File: src/sgc_pkg.sv
// Package: register map, field layout and reset values of the converter control block
package sgc_pkg;
   // -----------------------------------------------------------------
   // Register addresses
   // -----------------------------------------------------------------
   localparam logic [7:0] ADDR_PAIR_CFG  = 8'hBA;
   localparam logic [7:0] ADDR_CONV_CFG  = 8'hBC;
   localparam logic [7:0] ADDR_RES_LOW   = 8'hBE;
   localparam logic [7:0] ADDR_RES_HIGH  = 8'hBF;
   localparam logic [7:0] ADDR_CONV_CTL  = 8'hB7;
   localparam logic [7:0] ADDR_CHAN_SEL  = 8'hB6;
   // -----------------------------------------------------------------
   // Reset values and writable masks
   // -----------------------------------------------------------------
   localparam logic [7:0] RST_PAIR_CFG   = 8'h00;
   localparam logic [7:0] RST_CONV_CFG   = 8'h60;
   localparam logic [7:0] RST_CONV_CTL   = 8'h00;
   localparam logic [7:0] RST_CHAN_SEL   = 8'h00;
   localparam logic [7:0] RST_RESULT     = 8'h00;
   localparam logic [7:0] MASK_PAIR_CFG  = 8'h0F;
   localparam logic [7:0] MASK_CONV_CFG  = 8'hE7;
   localparam logic [7:0] MASK_CONV_CTL  = 8'h81;
   localparam logic [7:0] MASK_CHAN_SEL  = 8'h0F;
   // -----------------------------------------------------------------
   // Field positions
   // -----------------------------------------------------------------
   localparam int CTL_ENABLE_BIT  = 7;
   localparam int CTL_LJUST_BIT   = 0;
   localparam int GAIN_LSB        = 0;
   localparam int GAIN_W          = 3;
   localparam int CLKDIV_LSB      = 5;
   localparam int CLKDIV_W        = 3;
   // -----------------------------------------------------------------
   // Channels and result widths
   // -----------------------------------------------------------------
   localparam int                NUM_PAIRS    = 4;
   localparam logic [3:0]        CHAN_TEMP    = 4'h8;
   localparam int                RES_W_MAIN   = 12;
   localparam int                RES_W_ALT    = 10;
   // One-hot gain outputs, bit order
   localparam int GSEL_HALF = 0;
   localparam int GSEL_1    = 1;
   localparam int GSEL_2    = 2;
   localparam int GSEL_4    = 3;
   localparam int GSEL_8    = 4;
   localparam int GSEL_16   = 5;
   localparam int GSEL_W    = 6;
endpackage : sgc_pkg

File: src/sgc_justify.sv
// Result formatter: packs a conversion result into the high and low data bytes
`timescale 1ns/10ps
`default_nettype none
module sgc_justify
   import sgc_pkg::*;
(
   // Conversion result and mode
   input  wire logic [RES_W_MAIN-1:0] result,
   input  wire logic                  alt_variant,
   input  wire logic                  differential,
   input  wire logic                  left_justify,
   // Packed bytes
   output logic      [7:0]            high_byte,
   output logic      [7:0]            low_byte
);
   // -----------------------------------------------------------------
   // Alignment
   // -----------------------------------------------------------------
   // Narrow result lives in the low bits; its sign is its own top bit
   wire logic        sign_main = result[RES_W_MAIN-1];
   wire logic        sign_alt  = result[RES_W_ALT-1];
   wire logic        sign_bit  = differential & (alt_variant ? sign_alt : sign_main);
   wire logic [15:0] right_main = {{4{sign_bit}}, result};                          // RQ11 RQ12
   wire logic [15:0] right_alt  = {{6{sign_bit}}, result[RES_W_ALT-1:0]};           // RQ15
   wire logic [15:0] left_main  = {result, 4'h0};                                   // RQ13
   wire logic [15:0] left_alt   = {result[RES_W_ALT-1:0], 6'h00};                   // RQ15
   wire logic [15:0] right_word = alt_variant ? right_alt : right_main;
   wire logic [15:0] left_word  = alt_variant ? left_alt  : left_main;
   wire logic [15:0] word       = left_justify ? left_word : right_word;            // RQ17
   assign high_byte = word[15:8];
   assign low_byte  = word[7:0];
endmodule : sgc_justify
`default_nettype wire

File: src/sgc_top.sv
// Top: register file, multiplexer pairing, gain select, enable gating and result capture
`timescale 1ns/10ps
`default_nettype none
// How it works
// RQ1: Analog blocks powered only while enable set
// RQ2: Software sets bias enable before converting
// RQ3: Nine channels, ninth is temperature sensor
// RQ4: Gain applies equally to temperature channel
// RQ5: Four pair bits select single or differential
// RQ6: Pair configuration clears to zero on reset
// RQ7: Upper four pair bits read zero
// RQ8: Pairing changes accepted while running
// RQ9: Gains 0.5 to 16 via three-bit field
// RQ10: Gain defaults to one after reset
// RQ11: Differential results are two's complement
// RQ12: Right justify: sign or zero top nibble
// RQ13: Left justify: low nibble reads zero
// RQ14: Main variant gives 12-bit results
// RQ15: Alternative variant gives 10-bit results
// RQ16: Gain field encoding per documented table
// RQ17: Justify bit: one left, zero right
// RQ18: Both data bytes update together
module sgc_top
   import sgc_pkg::*;
#(
   parameter bit ALT_VARIANT = 1'b0
)(
   // Clock, reset, enable
   input  wire logic                  clk,
   input  wire logic                  nrst,
   input  wire logic                  ce,
   // Special function register port
   input  wire logic [7:0]            sfr_addr,
   input  wire logic                  sfr_wr,
   input  wire logic                  sfr_rd,
   input  wire logic [7:0]            sfr_wdata,
   output logic      [7:0]            sfr_rdata,
   // Reference bias level from the reference block
   input  wire logic                  bias_enable,
   // Analog core handshake
   input  wire logic                  conv_done,
   input  wire logic [RES_W_MAIN-1:0] conv_result,
   // Analog control outputs
   output logic                       converter_power,
   output logic                       track_hold_power,
   output logic                       gain_stage_power,
   output logic                       bias_supply,
   output logic      [GSEL_W-1:0]     gain_select,
   output logic      [2:0]            mux_pos_sel,
   output logic      [2:0]            mux_neg_sel,
   output logic                       mux_neg_ground,
   output logic                       temp_sensor_sel,
   output logic      [CLKDIV_W-1:0]   sar_clock_div
);
   // -----------------------------------------------------------------
   // Reset release
   // -----------------------------------------------------------------
   logic [1:0] rst_sync_q;
   always_ff @(posedge clk or negedge nrst) begin
      if (!nrst) rst_sync_q <= 2'b00;
      else       rst_sync_q <= {rst_sync_q[0], 1'b1};
   end
   wire logic rst_n = rst_sync_q[1];

   // -----------------------------------------------------------------
   // Decoding
   // -----------------------------------------------------------------
   function automatic logic hit(input logic [7:0] a, input logic [7:0] target);
      hit = (a == target);
   endfunction

   // Gain field to one-hot stage select
   function automatic logic [GSEL_W-1:0] gain_decode(input logic [GAIN_W-1:0] g);
      logic [GSEL_W-1:0] s;
      s = '0;
      case (g)
         3'h0:       s[GSEL_1]    = 1'b1;
         3'h1:       s[GSEL_2]    = 1'b1;
         3'h2:       s[GSEL_4]    = 1'b1;
         3'h3:       s[GSEL_8]    = 1'b1;
         3'h4, 3'h5: s[GSEL_16]   = 1'b1;
         default:    s[GSEL_HALF] = 1'b1;
      endcase
      gain_decode = s;
   endfunction

   logic [7:0] pair_cfg_q;
   logic [7:0] conv_cfg_q;
   logic [7:0] conv_ctl_q;
   logic [7:0] chan_sel_q;
   logic [7:0] res_low_q;
   logic [7:0] res_high_q;
   logic [7:0] rdata_q;

   // -----------------------------------------------------------------
   // Write strobes
   // -----------------------------------------------------------------
   wire logic wr_pair  = sfr_wr & hit(sfr_addr, ADDR_PAIR_CFG);
   wire logic wr_cfg   = sfr_wr & hit(sfr_addr, ADDR_CONV_CFG);
   wire logic wr_ctl   = sfr_wr & hit(sfr_addr, ADDR_CONV_CTL);
   wire logic wr_chan  = sfr_wr & hit(sfr_addr, ADDR_CHAN_SEL);
   wire logic wr_low   = sfr_wr & hit(sfr_addr, ADDR_RES_LOW);
   wire logic wr_high  = sfr_wr & hit(sfr_addr, ADDR_RES_HIGH);


   // -----------------------------------------------------------------
   // Register fields
   // -----------------------------------------------------------------
   wire logic enabled  = conv_ctl_q[CTL_ENABLE_BIT];
   wire logic ljust    = conv_ctl_q[CTL_LJUST_BIT];
   wire logic [3:0] chan = chan_sel_q[3:0];

   // -----------------------------------------------------------------
   // Multiplexer pairing
   // -----------------------------------------------------------------
   // Per-pair differential flags, one per even/odd input pair
   logic [NUM_PAIRS-1:0] pair_diff;
   genvar gp;
   generate
      for (gp = 0; gp < NUM_PAIRS; gp++) begin : g_pair
         assign pair_diff[gp] = pair_cfg_q[gp];                                     // RQ5
      end
   endgenerate

   // Codes above the temperature channel also pick the sensor
   wire logic is_temp   = (chan >= CHAN_TEMP);                                      // RQ3
   wire logic diff_chan = ~is_temp & pair_diff[chan[2:1]];                          // RQ5 RQ8

   // -----------------------------------------------------------------
   // Result packing
   // -----------------------------------------------------------------
   logic [7:0] pack_high;
   logic [7:0] pack_low;
   sgc_justify u_justify (
      .result       (conv_result),
      .alt_variant  (ALT_VARIANT),                                                  // RQ14 RQ15
      .differential (diff_chan),
      .left_justify (ljust),
      .high_byte    (pack_high),
      .low_byte     (pack_low)
   );

   // A done pulse while shut down is dropped: no core is running
   wire logic capture = conv_done & enabled;                                        // RQ1

   // -----------------------------------------------------------------
   // Register file
   // -----------------------------------------------------------------
   // Reserved bits are masked on the way in, so they always read zero
   always_ff @(posedge clk or negedge rst_n) begin
      if (!rst_n)            pair_cfg_q <= RST_PAIR_CFG;                            // RQ6
      else if (ce & wr_pair) pair_cfg_q <= sfr_wdata & MASK_PAIR_CFG;               // RQ7 RQ8
   end

   // Gain and conversion clock divide share one register
   always_ff @(posedge clk or negedge rst_n) begin
      if (!rst_n)            conv_cfg_q <= RST_CONV_CFG;                            // RQ10
      else if (ce & wr_cfg)  conv_cfg_q <= sfr_wdata & MASK_CONV_CFG;               // RQ9
   end

   // Enable and justify bits
   always_ff @(posedge clk or negedge rst_n) begin
      if (!rst_n)            conv_ctl_q <= RST_CONV_CTL;
      else if (ce & wr_ctl)  conv_ctl_q <= sfr_wdata & MASK_CONV_CTL;               // RQ17
   end

   // Channel code; codes above the sensor are kept, not clipped
   always_ff @(posedge clk or negedge rst_n) begin
      if (!rst_n)            chan_sel_q <= RST_CHAN_SEL;
      else if (ce & wr_chan) chan_sel_q <= sfr_wdata & MASK_CHAN_SEL;
   end

   // Capture beats a same-cycle software write so no result is lost
   always_ff @(posedge clk or negedge rst_n) begin
      if (!rst_n) begin
         res_low_q  <= RST_RESULT;
         res_high_q <= RST_RESULT;
      end else if (ce) begin
         if (capture) begin
            res_low_q  <= pack_low;                                                 // RQ18
            res_high_q <= pack_high;                                                // RQ18
         end else begin
            if (wr_low)  res_low_q  <= sfr_wdata;
            if (wr_high) res_high_q <= sfr_wdata;
         end
      end
   end

   // -----------------------------------------------------------------
   // Read port
   // -----------------------------------------------------------------
   wire logic [7:0] rd_mux =
      hit(sfr_addr, ADDR_PAIR_CFG) ? pair_cfg_q :                                  // RQ7
      hit(sfr_addr, ADDR_CONV_CFG) ? conv_cfg_q :
      hit(sfr_addr, ADDR_CONV_CTL) ? conv_ctl_q :
      hit(sfr_addr, ADDR_CHAN_SEL) ? chan_sel_q :
      hit(sfr_addr, ADDR_RES_LOW)  ? res_low_q  :
      hit(sfr_addr, ADDR_RES_HIGH) ? res_high_q : 8'h00;

   always_ff @(posedge clk or negedge rst_n) begin
      if (!rst_n)          rdata_q <= 8'h00;
      else if (ce & sfr_rd) rdata_q <= rd_mux;
   end
   assign sfr_rdata = rdata_q;

   // -----------------------------------------------------------------
   // Analog controls
   // -----------------------------------------------------------------
   assign converter_power  = enabled;                                               // RQ1
   assign track_hold_power = enabled;                                               // RQ1
   assign gain_stage_power = enabled;                                               // RQ1

   // -----------------------------------------------------------------
   // Bias gating
   // -----------------------------------------------------------------
   // Bias is owned by the reference block; passed on only to a live core
   assign bias_supply      = enabled & bias_enable;                                 // RQ2

   // -----------------------------------------------------------------
   // Gain and routing
   // -----------------------------------------------------------------
   // Same decode for every channel, temperature sensor included
   assign gain_select      = gain_decode(conv_cfg_q[GAIN_LSB +: GAIN_W]);           // RQ4 RQ16
   assign mux_pos_sel      = diff_chan ? {chan[2:1], 1'b0} : chan[2:0];             // RQ5
   assign mux_neg_sel      = diff_chan ? {chan[2:1], 1'b1} : 3'h0;                  // RQ5
   assign mux_neg_ground   = ~diff_chan;
   assign temp_sensor_sel  = is_temp;                                               // RQ3
   assign sar_clock_div    = conv_cfg_q[CLKDIV_LSB +: CLKDIV_W];
endmodule : sgc_top
`default_nettype wire

File: config.mk
export PLATFORM = sky130hd
export DESIGN_NAME = sgc_top
export DESIGN_NICKNAME = d
export VERILOG_FILES = /design/src/sgc_pkg.sv /design/src/sgc_justify.sv /design/src/sgc_top.sv
export SDC_FILE = /design/constraint.sdc
export NUM_CORES = 1
export LEC_CHECK = 0
export ABC_CLOCK_PERIOD_IN_PS = 1950
export BUFFER_PORTS_ARGS = -buffer_cell sky130_fd_sc_hd__buf_2
export CORE_AREA = 2 2 82 84
export CTS_BUF_LIST = sky130_fd_sc_hd__clkbuf_4 sky130_fd_sc_hd__clkbuf_8
export DETAILED_ROUTE_END_ITERATION = 8
export DIE_AREA = 0 0 84 86
export MAX_ROUTING_LAYER = met4
export PLACE_DENSITY = 0.62
export SYNTH_ARGS = -nofsm -noshare
export SYNTH_HDL_FRONTEND = slang
export SYNTH_SLANG_ARGS = --single-unit
export TNS_END_PERCENT = 50
File: constraint.sdc
create_clock -name clk -period 1.95 [get_ports clk]
set_input_delay 0.39 -clock clk [delete_from_list [all_inputs] [get_ports clk]]
set_output_delay 0.39 -clock clk [all_outputs]
set_load 0.01 [all_outputs]
# Word-level counts from Yosys, hierarchy flattened

Index checks and enable logic that the tools add are counted.

Bits in registers: 42
Input port bits: 35
Output and inout port bits: 29
Word-level logic and storage cells: 66

$lt $le $gt $ge: 2
Eq/ne operators: 11
Multiplexer cells: 21
Bitwise logic cells: 17
Reductions and logical operators: 7

Operators by type and width:

| operator                                           | number |
|---|---|
| 2-to-1 mux 8 bit                                   | 10 |
| == test 8 bit, second input constant               | 6 |
| 2-to-1 mux 16 bit                                  | 1 |
| bitwise AND 1 bit                                  | 15 |
| 2-to-1 mux 1 bit                                   | 8 |
| == test 3 x 2 -> 1 bit, second input constant      | 2 |
| == test 3 bit, second input constant               | 2 |
| OR reduction 6 bit                                 | 1 |
| >= comparator 4 bit, second input constant         | 1 |
| AND reduction 2 bit                                | 2 |
| nonzero test 2 bit                                 | 2 |
| == test 3 x 1 -> 1 bit, second input constant      | 1 |
| zero test 3 bit                                    | 1 |
| < comparator 2 x 3 -> 1 bit, second input constant | 1 |
| 2-to-1 mux 3 bit                                   | 1 |
| binary-select mux 1 bit (select 2 bit)             | 1 |
| NOT 1 bit                                          | 2 |
| OR reduction 2 bit                                 | 1 |

# Depth between registers and ports, before layout

Gate-level depths: netlist of run 1.

Depth in word-level cells: 7
Gate-level depth with buffers: 6
Mapped depth without buffers: 4

# Cells and area by module

From an unflattened synthesis of run 1, not the netlist that was laid out.

Cell total of the unflattened synthesis: 240
Area total of the unflattened synthesis: 2,509.9 sq um

By module, submodules not included:

| module      | instances | cells each | area an instance (sq um) | sequential area each (sq um) |
|---|---|---|---|---|
| sgc_top     | 1         | 200        | 2,227.1                  | 1,053.5 |
| sgc_justify | 1         | 40         | 282.8                    | 0.0 |

# Worst setup path before layout of run 1

No wires, ideal clock.

Kind: reg-to-output
From: reg chan_sel_q[3]
To: out mux_pos_sel[0]
Arrival time: 1,334 ps
Required time: 1,560 ps
Setup slack: 226 ps
Cell stages (with the launch flop): 5
Path buffers: 0
Cell sequence: dfrtp_1 -> or2_2 -> o22ai_1 -> inv_1 -> and2_1

Cells in the longest elaborated chain, start to end: 4

Ends and longest elaborated chain:

| what                   | RTL line       | RTL |
|---|---|---|
| start, declared        | sgc_top.sv:90  | `logic [7:0] chan_sel_q;` |
| start signal, assigned | sgc_top.sv:170 | `else if (ce & wr_chan) chan_sel_q <= sfr_wdata & MASK_CHAN_SEL;` |
| >= comparator 4 bit    | sgc_top.sv:126 | `wire logic is_temp = (chan >= CHAN_TEMP);` |
| NOT 1 bit              | sgc_top.sv:127 | `wire logic diff_chan = ~is_temp & pair_diff[chan[2:1]];` |
| bitwise AND 1 bit      | sgc_top.sv:127 |  |
| via diff_chan          | sgc_top.sv:127 |  |
| 2-to-1 mux 1 bit       | sgc_top.sv:224 | `assign mux_pos_sel = diff_chan ? {chan[2:1], 1'b0} : chan[2:0];` |
| end, declared          | sgc_top.sv:49  | `output logic [2:0] mux_pos_sel,` |

The timed path passes the listed nets, and every way through them passes these cells.

# Worst setup path in the final report of run 1

From: reg chan_sel_q[1]
To: out mux_neg_sel[0]

Cells in the longest elaborated chain, start to end: 4
Elaborated cells between the ends (all ways): 6
Classes of those cells: order compare: 1; mux: 3; bitwise: 2

Ends and longest elaborated chain:

| what                                                                          | RTL line                       | RTL |
|---|---|---|
| >= comparator 4 bit or binary-select mux 1 bit (select 2 bit) (tied branches) | sgc_top.sv:126, sgc_top.sv:127 |  |
| NOT 1 bit or 2-to-1 mux 1 bit (tied branches)                                 | sgc_top.sv:127                 |  |
| bitwise AND 1 bit (*)                                                         | sgc_top.sv:127                 |  |
| 2-to-1 mux 3 bit (*)                                                          | sgc_top.sv:225                 | `assign mux_neg_sel = diff_chan ? {chan[2:1], 1'b1} : 3'h0;` |
| end, declared                                                                 | sgc_top.sv:50                  | `output logic [2:0] mux_neg_sel,` |

Mark *: on every way between the ends. The rest lies on a longest branch, timed or not. The select of a mux whose other input is x is not followed.

==> metrics, run 1 <==
Non-Filler Instances=383; Vias/cell=5.473; Mean Syn Cell Area=10.32 sq um; first-pass GRT wire length=10,890 um; register area share after synthesis=43.25%; FF/Latch Area=1055 sq um; Slew headroom=62.91%; leakage power=0.001462 uW; Setup WS pre-CTS=103.1 ps; Post-route DRC=0; worst setup margin=68.06 ps; Clk Tree Root Cell=clkbuf_8; clock-pin slew on the worst setup and hold paths=80 ps; most frequent cells in the layout=63 x buf_2, 39 x dfrtp_1, 21 x mux2_2, 21 x buf_4, 17 x nand2_1; Fin. Hold Viols=0; Die X=84 um; worst-skew pair later-pin latency=310 ps; Synth Area in XOR/XNOR=0%; outcome=complete, no violations; largest family of logic cells by synthesized area=simple AND/OR/NAND/NOR gates; Worst EP arrival=1490 ps; largest net degree at the start of global routing=41; multiplexer area fraction after synthesis=14.64%; hpwl dp=4826 um; gpl congestion=0.8550; setup TNS=0 ps; row cnt=29; worst hold path class=reg -> async; synthesized cell area=2436 sq um; IO Pins=64; Sink Count=42; Syn Inst Count=236; CTS tree=built; Longest Clk Path Bufs=2; drt wl/cell=16.97 um; Routed Antenna Nets=0; layout cells sized above 1=41.18%; final wirelength=6500 um; Worst Clk Skew=5.970 ps; post-synth top area share=41.09%; All-Layer GR Usage=19.74%; placed cell count=368; Post-DP Area=2826 sq um; Worst Setup End Kind=output port; Finished Core Util=48.30%; NumNets Final=340; DR pass1 iterations=4; asr flop ratio synth=100.0%; Initial DRC Count=80; Synth Register Bits=42; Adder-Cell Fraction of Synth Area=0%; Worst VDD drop=0.2894 mV; post-synthesis simple-gate area fraction=18.70%; CP Class=reg -> out; area delta synth->final=24.45%; Least-Margin Pin Slew=556.4 ps; Yosys warning count=0; Core Region=6277 sq um; area of the multi-input gates=1277 sq um; required time worst endpoint=1560 ps; PortBufs=63; most used flip-flop cell after synthesis=dfrtp_1; Period minus WS final=1882 ps; CTS H-tree lvls=2; complex-gate fraction of the synthesized area=17.31%; post-synthesis cell type count=51; ant diodes=0; most common library cell in the layout ignoring fill and taps=buf_2; via count=2,096; Max Clock Freq=531.4 MHz; Final Max Tran Viols=0; CP Launch Type=flop; aggregate global routing overflow=0; number of fillers in the final layout=630; number of global-route vias before repair=2,109; initial antenna violation count=0; ranking of synthesized cells by area=dfrtp_1 41%, mux2_2 9.7%, mux2i_1 4.9%; Yosys top cell by area=dfrtp_1; effective utilization at floorplan=38.81%; CP max FO=5; maxcap violations=0; final instance area=3032 sq um; total CTS buffers=5; Die Area=7224 sq um; Post-Syn Nets=271; EDFF count, synth=0; Final period util=96.51%; DIE HEIGHT=86 um; Cell Pwr Density=654.9 nW/um^2; final setup violation count=0
==> area by class of cell <==
cell class	instances	area share, %
multi-input combinational	168	42.14
tap	77	3.178
clock inverter	3	1.321
timing repair buffer	85	15.93
inverter	3	0.3714
sequential	42	34.79
clock buffer	5	2.270
==> synth_stat cells, types with 3 or more instances <==
cell type and instances:
and3_1 4, nor2_1 6, nand3_1 6, nor3_1 8, nand4_1 3, buf_2 5
nand2_1 17, mux2i_1 12, clkbuf_1 8, and2_1 6, inv_1 3, a21oi_1 8
o22ai_1 7, o21ai_0 14, a22o_1 8, mux2_2 21, buf_4 9, a2bb2oi_1 4
o211ai_1 3, nor2b_1 4, nand2b_1 3, dfrtp_1 40
==> power by group <==
group	switching, uW	total (uW)	internal [uW]
Combinational	163	306	143
Sequential	47.4	988	940
Clock	315	692	377
==> metrics by stage <==
stage                     power [uW]  hold slack [ps]
final                           1986            312.1
after global routing            2078            363.4
after CTS                       1990            334.9
after detailed placement        1298            180.3
after global placement          1293            177.7
after floorplan                 1168            94.41
==> layer usage <==
layer  global-route usage (%)  up-vias  wire [um]
met1                    26.41     1016       3060
met2                    30.69       57       3060
met3                    3.850        6        292
li1                         -     1017          -
met5                        -        -          0
met4                    5.718        0         87
==> worst paths after layout <==
| kind | start | end | slack [ps] | depth (start not counted) |
|---|---|---|---|---|
| worst min-delay path | rst_sync_q[1] | chan_sel_q[3] | 310 | 1 |
| worst max-delay path | chan_sel_q[1] | mux_neg_sel[0] | 70 | 4 |
| max in group asynchronous | rst_sync_q[1] | chan_sel_q[1] | 1260 | 1 |
| worst max register to register | chan_sel_q[1] | res_high_q[4] | 290 | 5 |
| worst min register to register | rst_sync_q[1] | chan_sel_q[3] | 310 | 1 |
| min in group clk | rst_sync_q[0] | rst_sync_q[1] | 360 | 0 |
==> repair_timing <==
item	CTS	global route
pin swaps	1	2
endpoints found under the setup margin	4	3
gates resized for setup	4	5
hold buffers	1	0
buffers inserted	3	3
endpoints found under the hold margin	2	0
==> registers in the layout, indices dropped and copies added, names as in the netlist <==
| register | flops |
|---|---|
| chan_sel_q | 4 |
| res_low_q | 8 |
| res_high_q | 8 |
| pair_cfg_q | 4 |
| conv_ctl_q | 2 |
| sfr_rdata | 8 |
| rst_sync_q | 2 |
| conv_cfg_q | 6 |
==> worst max-delay path, stage by stage, from the launching register on <==
cell and delay, ps:
dfrtp_2 460, mux2i_4 210, o22ai_4 210, buf_4 180, buf_2 130
==> logic make-up (layout without fill, tap and decap cells) <==
group           after synthesis  count (layout)
other cells                   1               1
simple gates                 73              73
compound gates               61              61
buf+inv                      26              96
mux                          33              33
flops                        42              42
(Power assumes the default switching activity.)
==> run 2, diff against run 1 <==
--- a/config.mk
+++ b/config.mk
@@ -12,7 +12,7 @@
 export DETAILED_ROUTE_END_ITERATION = 8
 export DIE_AREA = 0 0 84 86
 export MAX_ROUTING_LAYER = met4
-export PLACE_DENSITY = 0.62
+export PLACE_DENSITY = 0.57
 export SYNTH_ARGS = -nofsm -noshare
 export SYNTH_HDL_FRONTEND = slang
 export SYNTH_SLANG_ARGS = --single-unit
==> run 2 against run 1 <==
  * Largest cell class unchanged
  * Sequential cell count unchanged
  * Highest routed layer unchanged
  * Maximum frequency rose by 0.63%
  * Clock power increased by 3%
==> metrics, run 2 (synthesis gave the netlist of run 1 again) <==
outcome=complete, no violations; area delta synth->final=23.68%; clock power share=35.5% (+0.6 points); via count=2,111 (+0.72%); DIE HEIGHT=86 um (unchanged); Period minus WS final=1870 ps (-11.76 ps); CP Launch Type=flop; Worst EP arrival=1480 ps (about the same); placed cell count=368 (unchanged); row cnt=29 (unchanged); CTS tree=built; clock-pin slew on the worst setup and hold paths=90 ps (about the same); CP endpoint=mux_pos_sel[0]; layout cells sized above 1=40.33% (-0.85 points); worst setup margin=79.82 ps (+11.76 ps); Gate power share=15.1% (-0.3 points); drt wl/cell=17.42 um (+2.7%); hpwl dp=5077 um (+5.2%); Worst VDD drop=0.3601 mV (+24%); PortBufs=63 (unchanged); Switching Power=525.7 uW (about the same); CP max FO=4 (-1); reg2reg setup slack=280 ps (about the same); ant diodes=0 (unchanged); Longest Clk Path Bufs=2 (unchanged); Vias/cell=5.526 (+0.98%); gpl congestion=0.7833 (-8.4%); final instance area=3013 sq um (-0.62%); Fin. Hold Viols=0 (unchanged); Clk Tree Root Cell=clkbuf_8; Non-Filler Instances=382 (-0.26%); Core Region=6277 sq um (unchanged); Final period util=95.91% (-0.60 points); Die Area=7224 sq um (unchanged); DR pass1 iterations=4 (unchanged); initial antenna violation count=0 (unchanged); leakage power=0.001452 uW (-0.65%); Post-route DRC=0 (unchanged); Die X=84 um (unchanged); most common library cell in the layout ignoring fill and taps=buf_2; Setup WS pre-CTS=110.4 ps (+7.287 ps); Initial DRC Count=167 (+110%); Post-DP Area=2826 sq um (unchanged); Slew headroom=62.62% (-0.29 points); Flop pwr share=49.4% (-0.3 points); Pint=1477 uW (+1.1%); setup TNS=0 ps (unchanged); Worst Setup End Kind=output port; Least-Margin Pin Slew=560.7 ps (+4.298 ps); final wirelength=6655 um (+2.4%); worst-skew pair later-pin latency=300 ps (about the same); worst hold path class=reg -> async; CP Class=reg -> out; Sw Ratio=26.26% (-0.22 points); required time worst endpoint=1560 ps (about the same); Worst Clk Skew=6.747 ps (+0.7768 ps); worst reg2reg path startpoint=chan_sel_q[1]; RSZ-0062 raised after global routing=false; most frequent cells in the layout=63 x buf_2, 39 x dfrtp_1, 21 x mux2_2; largest net degree at the start of global routing=41 (unchanged); maxcap violations=0 (unchanged); first-pass GRT wire length=10,840 um (-0.45%); number of global-route vias before repair=2,040 (-3.3%); Final Max Tran Viols=0 (unchanged); Max Clock Freq=534.7 MHz (+0.63%); CTS H-tree lvls=2 (unchanged); Min Hold Slack=300.8 ps (-11.33 ps); reg2reg path depth=5 (unchanged); reg-to-reg endpoint=res_high_q[4]; Setup crit start=chan_sel_q[1]; Sink Count=42 (unchanged); Routed Antenna Nets=0 (unchanged); NumNets Final=339 (-0.29%); final setup violation count=0 (unchanged); Cell Pwr Density=664.6 nW/um^2 (+1.5%); All-Layer GR Usage=19.89% (+0.15 points); aggregate global routing overflow=0 (unchanged); IO Pins=64 (unchanged); total CTS buffers=5 (unchanged); effective utilization at floorplan=38.81% (unchanged)
[run 2: cell count changes in the layout (fill, tap and decap cells not counted)]
cell,change
buf_4,-1
clkbuf_4,+1
clkinv_2,-2
clkinvlp_4,+1
inv_1,+1
inv_2,-1
mux2i_2,+1
mux2i_4,-1
nand2b_1,+1
nand2b_4,-1
[run 2: metrics by stage]
step | utilization (%) | total power (uW)
detailed placement | 45.03 | 1300
finish | 48.00 | 2002
CTS | 47.58 | 2014
global route | 48.00 | 2101
floorplan | - | 1168
global placement | 45.03 | 1296
[run 2: how the worst min path moves through the flow]
| stage | end | slack (ps) |
|---|---|---|
| finish | res_high_q[5] | 300 |
| global route | rst_sync_q[1] | 360 |
| CTS | res_high_q[5] | 340 |
| detailed placement | rst_sync_q[0] | 180 |
| global placement | rst_sync_q[0] | 180 |
| floorplan | rst_sync_q[0] | 90 |
[run 2: area by class of cell]
cell class | count | area [sq um]
tap | 77 | 96.34
multi-input combinational | 168 | 1261
clock buffer | 6 | 76.32
inverter | 3 | 11.26
fill | 639 | 3264
sequential | 42 | 1055
timing repair buffer | 84 | 475.5
clock inverter | 2 | 37.54
[run 2: routing by layer]
layer	up-vias	share of wire [%]	wire length, um	track usage, %
li1	1019	-	-	-
met1	1015	48	3178	28.75
met2	67	46	3035	28.80
met3	10	5.0	334	3.465
met4	0	1.6	106	5.572
met5	-	0	0	-
[run 2: power by group through the flow]
stage / Sequential, uW / Clock [uW] / Combinational [uW]
floorplan: 1000 / 0 / 167
global placement: 1010 / 0 / 289
detailed placement: 1010 / 0 / 294
CTS: 988 / 724 / 302
global route: 998 / 766 / 337
finish: 990 / 710 / 303
[run 2: repair_timing]
item | 4_1_cts | 5_1_grt
setup buffers | 3 | 2
pin swaps | 0 | 1
resized for setup | 2 | 4
endpoints found under the setup margin | 3 | 3
endpoints found under the hold margin | 2 | 0
hold buffers | 1 | 0
[run 2: critical path: stages, from the launching register on]
cell and delay, ps:
dfrtp_2 450, mux2i_2 190, o22ai_4 200, inv_1 70, and2_1 150, buf_2 130
